**src/fcw_pkg.sv**
```systemverilog
/*
 * Constants for the factory calibration word store: the region it answers,
 * the word offsets, the implemented-bit masks and the field positions.
 * Assumes word addressing, with 14-bit addresses and 14-bit words.
 */
package fcw_pkg;

    localparam int ADDR_W = 14;
    localparam int DATA_W = 14;
    localparam int IDX_W = 4;
    localparam int NUM_WORDS = 16;

    // Region 2080h..208Fh
    localparam logic [13:0] CAL_BASE = 14'h2080;
    localparam logic [13:0] CAL_LAST = 14'h208f;

    localparam logic [13:0] ADDR_AMP_OSC = 14'h2080;
    localparam logic [13:0] ADDR_REF_BANDGAP = 14'h2082;
    localparam logic [13:0] ADDR_THERMAL_ERRAMP = 14'h2083;
    localparam logic [13:0] ADDR_TEMP_SENSOR = 14'h2084;

    localparam logic [3:0] IDX_AMP_OSC = 4'h0;
    localparam logic [3:0] IDX_REF_BANDGAP = 4'h2;
    localparam logic [3:0] IDX_THERMAL_ERRAMP = 4'h3;
    localparam logic [3:0] IDX_TEMP_SENSOR = 4'h4;

    // Implemented bits of each word; the rest read as zero
    localparam logic [13:0] MASK_AMP_OSC = 14'h0f7f;
    localparam logic [13:0] MASK_REF_BANDGAP = 14'h0f0f;
    localparam logic [13:0] MASK_THERMAL_ERRAMP = 14'h0f0f;
    localparam logic [13:0] MASK_TEMP_SENSOR = 14'h03ff;
    localparam logic [13:0] MASK_NONE = 14'h0000;

    // Field positions (low bit)
    localparam int DIFF_AMP_OFFSET_TRIM_LSB = 8;
    localparam int OSCILLATOR_TRIM_LSB = 0;
    localparam int REFERENCE_BUFFER_OFFSET_TRIM_LSB = 8;
    localparam int BANDGAP_TRIM_LSB = 0;
    localparam int THERMAL_THRESHOLD_TRIM_LSB = 8;
    localparam int ERROR_AMP_OFFSET_TRIM_LSB = 0;
    localparam int TEMP_SENSOR_REF_READING_LSB = 0;

    // Erased, unprogrammed cells read as ones
    localparam logic [13:0] ERASED_WORD = 14'h3fff;
    localparam logic [13:0] RESET_DATA = 14'h0000;

    // Request edge to answer
    localparam int READ_LATENCY = 2;

    function automatic logic [13:0] word_mask(input logic [3:0] idx);
        logic [13:0] m;
        m = MASK_NONE;
        if (idx == IDX_AMP_OSC) m = MASK_AMP_OSC;
        else if (idx == IDX_REF_BANDGAP) m = MASK_REF_BANDGAP;
        else if (idx == IDX_THERMAL_ERRAMP) m = MASK_THERMAL_ERRAMP;
        else if (idx == IDX_TEMP_SENSOR) m = MASK_TEMP_SENSOR;
        return m;
    endfunction : word_mask

endpackage : fcw_pkg

```
**src/fcw_rom_if.sv**
```systemverilog
/*
 * Read port between the calibration front end and its word store.
 * Assumes both ends share clk_i.
 */
`timescale 1ns/1ps
interface fcw_rom_if;
    logic rd_en;
    logic [3:0] index;
    logic [13:0] data;

    modport requester (output rd_en, output index, input data);
    modport rom (input rd_en, input index, output data);
endinterface : fcw_rom_if

```
**src/fcw_cal_words.sv**
```systemverilog
/*
 * Factory calibration words: a read-only window at word addresses 2080h..208Fh
 * of program memory, answered on the flash read path.
 * Assumes requests come from logic on clk_i; writes come from the same path.
 */
// What this block does
// - Read-only calibration region 2080h to 208Fh
// - Word 2080h bits 11:8 diff amp trim
// - Word 2080h bits 6:0 oscillator trim
// - Word 2080h bit 7 reads zero
// - Bits 13:12 zero in 2080h, 2082h, 2083h
// - Word 2082h bits 11:8 reference offset trim
// - Word 2082h bits 3:0 bandgap, 7:4 zero
// - Word 2083h bits 11:8 thermal threshold trim
// - Word 2083h bits 3:0 error amp trim
// - Word 2084h bits 9:0 sensor reading
`timescale 1ns/1ps
module fcw_cal_words #(
    parameter logic [15:0][13:0] CAL_WORDS = {16{fcw_pkg::ERASED_WORD}}
) (
    input wire logic clk_i,
    input wire logic rst_n_i,
    input wire logic rd_req_i,
    input wire logic [13:0] rd_addr_i,
    input wire logic wr_req_i,
    input wire logic [13:0] wr_addr_i,
    output logic [13:0] rd_data_o,
    output logic rd_valid_o,
    output logic rd_hit_o,
    output logic wr_blocked_o
);
    typedef struct packed {
        logic pend;
        logic pend_hit;
        logic [3:0] pend_idx;
        logic [13:0] rd_data;
        logic rd_valid;
        logic rd_hit;
        logic wr_blocked;
    } fcw_state_s;

    fcw_state_s st;
    fcw_state_s next_st;
    fcw_rom_if rom_port ();

    logic rd_in_region;
    logic wr_in_region;

    assign rd_in_region = rd_addr_i[13:4] == fcw_pkg::CAL_BASE[13:4];
    assign wr_in_region = wr_addr_i[13:4] == fcw_pkg::CAL_BASE[13:4];

    assign rom_port.rd_en = rd_req_i && rd_in_region;
    assign rom_port.index = rd_addr_i[3:0];

    fcw_cal_rom #(
        .CONTENTS(CAL_WORDS)
    ) u_rom (
        .clk_i(clk_i),
        .rst_n_i(rst_n_i),
        .port(rom_port)
    );

    always_comb begin
        next_st = st;
        next_st.pend = rd_req_i;
        next_st.pend_hit = rd_req_i && rd_in_region;
        next_st.pend_idx = rd_addr_i[3:0];
        next_st.rd_valid = st.pend;
        next_st.rd_hit = st.pend && st.pend_hit;
        // Unimplemented bits forced low; outside the region reads zero
        if (st.pend && st.pend_hit) begin
            next_st.rd_data = rom_port.data & fcw_pkg::word_mask(st.pend_idx);
        end else if (st.pend) begin
            next_st.rd_data = fcw_pkg::RESET_DATA;
        end
        // Nothing is stored on a write; one to the region is only reported
        next_st.wr_blocked = wr_req_i && wr_in_region;
    end

    always_ff @(posedge clk_i or negedge rst_n_i) begin
        if (!rst_n_i) begin
            st <= '{pend: 1'b0, pend_hit: 1'b0, pend_idx: 4'h0, rd_data: fcw_pkg::RESET_DATA,
                    rd_valid: 1'b0, rd_hit: 1'b0, wr_blocked: 1'b0};
        end else begin
            st <= next_st;
        end
    end

    assign rd_data_o = st.rd_data;
    assign rd_valid_o = st.rd_valid;
    assign rd_hit_o = st.rd_hit;
    assign wr_blocked_o = st.wr_blocked;

    function automatic logic [13:0] expected(input logic [3:0] idx);
        return CAL_WORDS[idx] & fcw_pkg::word_mask(idx);
    endfunction : expected

    // Every word of the region reads zero outside its implemented bits
    for (genvar g = 0; g < fcw_pkg::NUM_WORDS; g++) begin : g_word_chk

    end
endmodule : fcw_cal_words

```
**src/fcw_cal_rom.sv**
```systemverilog
/*
 * Sixteen-word factory calibration store, contents fixed at build time.
 * Read data come from a register one edge after rd_en. Assumes one clock.
 */
`timescale 1ns/1ps
module fcw_cal_rom #(
    parameter logic [15:0][13:0] CONTENTS = {16{fcw_pkg::ERASED_WORD}}
) (
    input wire logic clk_i,
    input wire logic rst_n_i,
    fcw_rom_if.rom port
);
    typedef struct packed {
        logic [13:0] q;
    } fcw_rom_state_s;

    fcw_rom_state_s st;
    fcw_rom_state_s next_st;

    always_comb begin
        next_st = st;
        if (port.rd_en) begin
            next_st.q = CONTENTS[port.index];
        end
    end

    always_ff @(posedge clk_i or negedge rst_n_i) begin
        if (!rst_n_i) begin
            st <= '{q: fcw_pkg::RESET_DATA};
        end else begin
            st <= next_st;
        end
    end

    assign port.data = st.q;
endmodule : fcw_cal_rom

```
**config.mk**
```make
export PLATFORM = sky130hd
export DESIGN_NAME = fcw_cal_words
export DESIGN_NICKNAME = d
export VERILOG_FILES = /design/src/fcw_pkg.sv /design/src/fcw_rom_if.sv /design/src/fcw_cal_words.sv /design/src/fcw_cal_rom.sv
export SDC_FILE = /design/constraint.sdc
export NUM_CORES = 1
export LEC_CHECK = 0
export BUFFER_PORTS_ARGS = -buffer_cell sky130_fd_sc_hd__buf_2
export CAP_MARGIN = 30
export CELL_PAD_IN_SITES_DETAIL_PLACEMENT = 1
export CELL_PAD_IN_SITES_GLOBAL_PLACEMENT = 2
export CORE_MARGIN = 3
export CORE_UTILIZATION = 22
export DETAILED_ROUTE_END_ITERATION = 8
export HOLD_SLACK_MARGIN = 0.03
export PLACE_DENSITY_LB_ADDON = 0.1
export SLEW_MARGIN = 20
export SYNTH_ARGS = -nofsm -noshare
export SYNTH_HDL_FRONTEND = slang
export SYNTH_SLANG_ARGS = --single-unit
```
**constraint.sdc**
```tcl
create_clock -name clk_i -period 2.04 [get_ports clk_i]
set_input_delay 0.408 -clock clk_i [delete_from_list [all_inputs] [get_ports clk_i]]
set_output_delay 0.408 -clock clk_i [all_outputs]
set_load 0.05 [all_outputs]
```
==> impl_summary.log, run 1 <==
[metrics] ports placed on the boundary: 49
[metrics] DRC violation total after the first TritonRoute iteration: 1
[metrics] area of the mapped netlist: 617 um2
[metrics] Power Density: 610 mW/mm2
[metrics] number of max-slew violations in the final report: 0
[metrics] most common library cell in the layout ignoring fill and taps: sky130_fd_sc_hd__buf_2
[metrics] Setup WS pre-CTS: 0.849 ns
[metrics] via count of the first global-routing pass: 495
[metrics] synthesized area per cell: 12.1 um2
[metrics] critical path fanouts, max: 7
[metrics] detail-routed net length per standard cell: 10.9 um
[metrics] number of warnings issued by yosys: 0
[metrics] worst reg2reg path depth: 2
[metrics] Net count, final: 118
[metrics] crit path time final: 1.41 ns
[metrics] maximum level of the CTS H-tree: 1
[metrics] TritonCTS clock tree: done
[metrics] R2R setup slack: 0.96 ns
[metrics] maximum ir drop on the vdd rail: 183 uV
[metrics] count of state elements after synthesis: 14
[metrics] RR Endpoint: rd_data_o[9]
[metrics] number of antenna violations at the first check in global routing: 0
[metrics] max incr delay on CP: 0.43 ns
[metrics] total power of the final layout: 0.485 mW
[metrics] number of DRC violations after detailed routing: 0
[metrics] unrepaired setup endpoints after global routing: no
[metrics] clock transition at the registers of the reported paths: 0.07 ns
[metrics] Core ar.: 0.00257 mm2
[metrics] worst endpoint data arrival time: 1.00 ns
[metrics] Seq/Total Area, Yosys: 56.8%
[metrics] Worst Setup End Kind: output pin
[metrics] total leakage power: 0.466 nW
[metrics] CTS resizes: 0
[metrics] final hold slack: 0.241 ns
[metrics] Critical Path Stages: 1
[metrics] worst setup path endpoint: rd_data_o[3]
[metrics] CTS Sinks: 14
[metrics] Worst Path Required: 1.63 ns
[metrics] total routing resource utilization after global routing: 7.95%
[metrics] GRT overflow: 0
[metrics] starting density of the core: 24.0%
[metrics] cell-by-cell trace of the critical path: buf_2
[metrics] die boundary width: 59.0 um
[metrics] IO Port Bufs: 42
[metrics] Hold Crit Class: in -> reg
[metrics] clk root buf: sky130_fd_sc_hd__clkbuf_4
[metrics] fraction of layout cells with a size suffix above 1: 54.8%
[metrics] routed vias/inst: 4.21
[metrics] Final Hold Viols: 0
[metrics] pin count of the biggest net entering global routing: 15
[metrics] FP Rows: 18
[metrics] area added between synthesis and finish: 29.0%
[metrics] drt first pass iters: 2
[metrics] post-synthesis instance total: 51
[metrics] number of buffers and inverters on the critical path: 1
[metrics] share of the clock period used by the worst path after layout: 68.9%
[metrics] slowest stage cell, crit path: sky130_fd_sc_hd__dfrtp_1
[metrics] HPWL after DPL: 1050 um
[metrics] final estimated routing congestion in global placement: 0.654
[metrics] Detail Route Antenna Nets: 0
[metrics] clock buffer depth: 2
[metrics] ant diodes: 0
[metrics] setup skew after layout: 0.000339 ns
[metrics] type of the setup path with the least slack: reg -> out
[metrics] later-pin clock latency in the skew report: 0.27 ns
[metrics] y dimension of the die: 59.0 um
[metrics] worst setup path startpoint: rd_data_o[9]
[metrics] commonest cells after routing, fill and taps aside: 42 x sky130_fd_sc_hd__buf_2, 14 x sky130_fd_sc_hd__dfrtp_1, 4 x sky130_fd_sc_hd__inv_1, 3 x sky130_fd_sc_hd__o32ai_1, 3 x sky130_fd_sc_hd__clkbuf_4
[metrics] max-cap viol count: 0
[metrics] Via Count: 480
[metrics] status: finished clean
[metrics] Setup-failing EPs final: 0
[metrics] final core utilization: 31.0%
[metrics] fin worst setup slack: 0.634 ns
[metrics] kind of cell adding the most delay to the critical path: flip-flops
[metrics] maximum achievable frequency: 0.711 GHz
[metrics] post-route setup TNS: 0 ns
[metrics] FF-to-FF Start: next_st[2]
[metrics] post-synth cell types: 15
[metrics] TritonCTS buffer count: 3
[metrics] overall routed net length: 1240 um
[metrics] die area: 0.00348 mm2
[metrics] Startpoint Class: register
[metrics] wire length of the first global-routing pass: 2040 um
## power by group
group          total [mW]  leakage, nW  internal [mW]  switching (mW)
combinational      0.0513        0.270         0.0248          0.0265
clock               0.145       0.0138         0.0682          0.0768
sequential          0.289        0.182          0.284         0.00503
total               0.485        0.466          0.377           0.108
## final cells by class
type | count | area, um2
flip-flops and latches | 14 | 350
fillers | 315 | 1770
multi-input cells | 20 | 150
inverters | 4 | 15.0
clock buffers | 3 | 22.5
well taps | 30 | 37.5
repair buffers | 43 | 220
## cell usage after synthesis
| library cell | n | area share (%) |
|---|---|---|
| sky130_fd_sc_hd__buf_4 | 14 | 17 |
| sky130_fd_sc_hd__dfrtp_1 | 14 | 57 |
| sky130_fd_sc_hd__inv_1 | 4 | 2.4 |
| sky130_fd_sc_hd__o32ai_1 | 3 | 4.3 |
| sky130_fd_sc_hd__and2_1 | 2 | 2.0 |
| sky130_fd_sc_hd__and4_1 | 2 | 2.8 |
| sky130_fd_sc_hd__nor2_1 | 2 | 1.2 |
| sky130_fd_sc_hd__nor4_1 | 2 | 2.0 |
| sky130_fd_sc_hd__nor4bb_1 | 2 | 3.2 |
| sky130_fd_sc_hd__a41o_1 | 1 | 1.6 |
| sky130_fd_sc_hd__conb_1 | 1 | 0.61 |
| sky130_fd_sc_hd__nand2b_1 | 1 | 1.0 |
| sky130_fd_sc_hd__nand4b_2 | 1 | 2.4 |
| sky130_fd_sc_hd__nor2b_1 | 1 | 1.0 |
| sky130_fd_sc_hd__o41ai_1 | 1 | 1.4 |
## worst min path at each step
stage | start | end | slack [ns] | cells past startpoint
after floorplan | rst_n_i | next_st[2] | 0.11 | 0
after global placement | rst_n_i | rd_data_o[10] | 0.32 | 1
after detailed placement | rst_n_i | rd_data_o[9] | 0.32 | 1
after CTS | rd_addr_i[0] | st[17] | 0.23 | 1
after global routing | rd_addr_i[0] | st[17] | 0.22 | 1
final | rd_addr_i[0] | st[17] | 0.24 | 1
## registers in the layout, indices dropped and copies added, names as in the netlist
| signal | cells |
|---|---|
| next_st | 1 |
| rd_hit_o | 1 |
| rd_valid_o | 1 |
| wr_blocked_o | 1 |
| rd_data_o | 4 |
| st | 5 |
| u_rom.port.data | 1 |
## metrics by stage
step | cells | cell area (um2)
5_1_grt | 114 | 796
2_1_floorplan | 52 | 621
3_3_place_gp | 110 | 763
4_1_cts | 114 | 796
6_report | 114 | 796
3_5_place_dp | 110 | 763
## routing by layer
| metal | vias up | routed length, um | GRT usage [%] |
|---|---|---|---|
| li1 | 229 | - | - |
| met1 | 211 | 509 | 10.2 |
| met2 | 40 | 545 | 11.7 |
| met3 | 0 | 187 | 3.07 |
| met4 | 0 | 0 | 3.88 |
| met5 | - | 0 | 0 |
## cells by family (layout without fill, tap and decap cells)
logic type,Yosys count,count (layout),share of synthesized area [%]
AOI/OAI and AO/OA,5,5,7.30
buffers and inverters,18,50,19.5
DFF,14,14,56.8
other,1,2,0.608
and+or+nand+nor,13,13,15.8
## repair_timing
| action | CTS | global route |
|---|---|---|
| endpoints found under the setup margin | 0 | 0 |
| hold buffers | 1 | 0 |
| hold endpoints to repair | 14 | 0 |
| setup buffers | 0 | 0 |
(Power assumes the default switching activity.)
==> run 2, diff against run 1 <==
--- a/config.mk
+++ b/config.mk
@@ -10,7 +10,7 @@
 export CELL_PAD_IN_SITES_DETAIL_PLACEMENT = 1
 export CELL_PAD_IN_SITES_GLOBAL_PLACEMENT = 2
 export CORE_MARGIN = 3
-export CORE_UTILIZATION = 22
+export CORE_UTILIZATION = 20
 export DETAILED_ROUTE_END_ITERATION = 8
 export HOLD_SLACK_MARGIN = 0.03
 export PLACE_DENSITY_LB_ADDON = 0.1
==> constraint.sdc (replaced) <==
create_clock -name clk_i -period 1.5 [get_ports clk_i]
set_input_delay 0.3 -clock clk_i [delete_from_list [all_inputs] [get_ports clk_i]]
set_output_delay 0.3 -clock clk_i [all_outputs]
set_load 0.05 [all_outputs]
==> run 2 against run 1 <==
Net effect: clock power is 39% higher; routed wire length is 7.2% higher; via count is 2.5% higher; die area is 9.0% higher; clock skew is 0.0047 ns higher.
==> impl_summary.log, run 2 (same netlist as run 1, synthesis figures left out) <==
[metrics] status: finished clean
[metrics] pin count of the biggest net entering global routing: 15
[metrics] fin worst setup slack: 0.225 ns
[metrics] CTS Sinks: 14
[metrics] worst setup path endpoint: rd_data_o[9]
[metrics] routed vias/inst: 4.28
[metrics] FP Rows: 19
[metrics] detail-routed net length per standard cell: 11.6 um
[metrics] setup skew after layout: 0.00499 ns
[metrics] Worst Setup End Kind: output pin
[metrics] via count of the first global-routing pass: 488
[metrics] max-cap viol count: 0
[metrics] area added between synthesis and finish: 29.2%
[metrics] y dimension of the die: 61.5 um
[metrics] cell-by-cell trace of the critical path: buf_2
[metrics] critical path fanouts, max: 7
[metrics] worst endpoint data arrival time: 0.98 ns
[metrics] total power of the final layout: 0.666 mW
[metrics] commonest cells after routing, fill and taps aside: 42 x sky130_fd_sc_hd__buf_2, 14 x sky130_fd_sc_hd__dfrtp_1, 4 x sky130_fd_sc_hd__inv_1, 3 x sky130_fd_sc_hd__o32ai_1, 3 x sky130_fd_sc_hd__clkbuf_4
[metrics] fraction of layout cells with a size suffix above 1: 54.8%
[metrics] maximum ir drop on the vdd rail: 326 uV
[metrics] Filler Cells Inserted: 339
[metrics] total routing resource utilization after global routing: 7.51%
[metrics] Critical Path Stages: 1
[metrics] ports placed on the boundary: 49
[metrics] Hold Crit Class: in -> reg
[metrics] number of buffers and inverters on the critical path: 1
[metrics] worst setup path startpoint: rd_data_o[9]
[metrics] post-route setup TNS: 0 ns
[metrics] R2R setup slack: 0.40 ns
[metrics] worst reg2reg path depth: 2
[metrics] number of max-slew violations in the final report: 0
[metrics] final core utilization: 27.9%
[metrics] slowest stage cell, crit path: sky130_fd_sc_hd__dfrtp_1
[metrics] Core ar.: 0.00285 mm2
[metrics] starting density of the core: 21.6%
[metrics] largest register by flop count: st
[metrics] later-pin clock latency in the skew report: 0.27 ns
[metrics] CTS resizes: 0
[metrics] Setup-failing EPs final: 0
[metrics] number of flip-flops in the largest register: 5
[metrics] die boundary width: 61.5 um
[metrics] max incr delay on CP: 0.41 ns
[metrics] number of DRC violations after detailed routing: 0
[metrics] Net count, final: 118
[metrics] maximum achievable frequency: 0.784 GHz
[metrics] wire length of the first global-routing pass: 2010 um
[metrics] die area: 0.00379 mm2
[metrics] RR Endpoint: rd_data_o[9]
[metrics] Setup WS pre-CTS: 0.405 ns
[metrics] clock transition at the registers of the reported paths: 0.08 ns
[metrics] TritonCTS clock tree: done
[metrics] GRT overflow: 0
[metrics] drt first pass iters: 4
[metrics] maximum level of the CTS H-tree: 1
[metrics] type of the setup path with the least slack: reg -> out
[metrics] unrepaired setup endpoints after global routing: no
[metrics] kind of cell adding the most delay to the critical path: flip-flops
[metrics] overall routed net length: 1330 um
[metrics] Startpoint Class: register
[metrics] Worst Path Required: 1.20 ns
[metrics] Via Count: 492
[metrics] IO Port Bufs: 42
[metrics] most common library cell in the layout ignoring fill and taps: sky130_fd_sc_hd__buf_2
[metrics] share of the clock period used by the worst path after layout: 85.0%
[metrics] FF-to-FF Start: next_st[2]
[metrics] Final Hold Viols: 0
[metrics] clock buffer depth: 2
[metrics] clk root buf: sky130_fd_sc_hd__clkbuf_4
[metrics] DRC violation total after the first TritonRoute iteration: 4
[metrics] final estimated routing congestion in global placement: 0.667
[metrics] crit path time final: 1.28 ns
[metrics] Power Density: 835 mW/mm2
[metrics] number of antenna violations at the first check in global routing: 0
[metrics] ant diodes: 0
[metrics] TritonCTS buffer count: 3
[metrics] total leakage power: 0.466 nW
[metrics] Detail Route Antenna Nets: 0
==> run 2: cell counts in the layout (fill, tap and decap cells not counted) <==
Identical to the previous run, type by type.
==> run 2: final cells by class <==
cell class | instances | area (um2) | area share [%]
clock buffer | 3 | 22.5 | 2.83
multi-input combinational | 20 | 150 | 18.8
timing repair buffer | 43 | 220 | 27.6
inverter | 4 | 15.0 | 1.88
sequential | 14 | 350 | 44.0
tap | 31 | 38.8 | 4.87
==> run 2: power breakdown <==
part	internal, mW	switching [mW]
clock network	0.0928	0.109
registers	0.386	0.00750
logic	0.0337	0.0362
==> run 2: stage by stage <==
step | hold WS, ns | area [um2] | std cells
floorplan | 0.00441 | 621 | 52
global placement | 0.221 | 764 | 111
detailed placement | 0.224 | 764 | 111
CTS | 0.122 | 797 | 115
global route | 0.116 | 797 | 115
finish | 0.134 | 797 | 115
==> run 2: how the worst min path moves through the flow <==
stage	startpoint	to	slack [ns]	cells past startpoint
floorplan	rst_n_i	next_st[2]	0.004	0
global placement	rst_n_i	rd_data_o[6]	0.22	1
detailed placement	rst_n_i	rd_data_o[7]	0.22	1
CTS	rd_addr_i[0]	st[17]	0.12	1
global route	rd_addr_i[0]	st[17]	0.12	1
finish	rd_addr_i[0]	st[17]	0.13	1
==> run 2: per-layer routing <==
metal,part of all wire (%),vias to the layer above,track usage [%],routed length [um]
li1,-,231,-,-
met1,43,230,8.29,574
met2,45,29,11.7,600
met3,11,2,4.82,140
met4,1.1,0,2.73,15
met5,0,-,0,0
==> run 2: timing repair <==
item | 4_1_cts | 5_1_grt
hold endpoints to repair | 14 | 0
endpoints found under the setup margin | 0 | 0
setup buffers | 0 | 0
hold buffers | 1 | 0
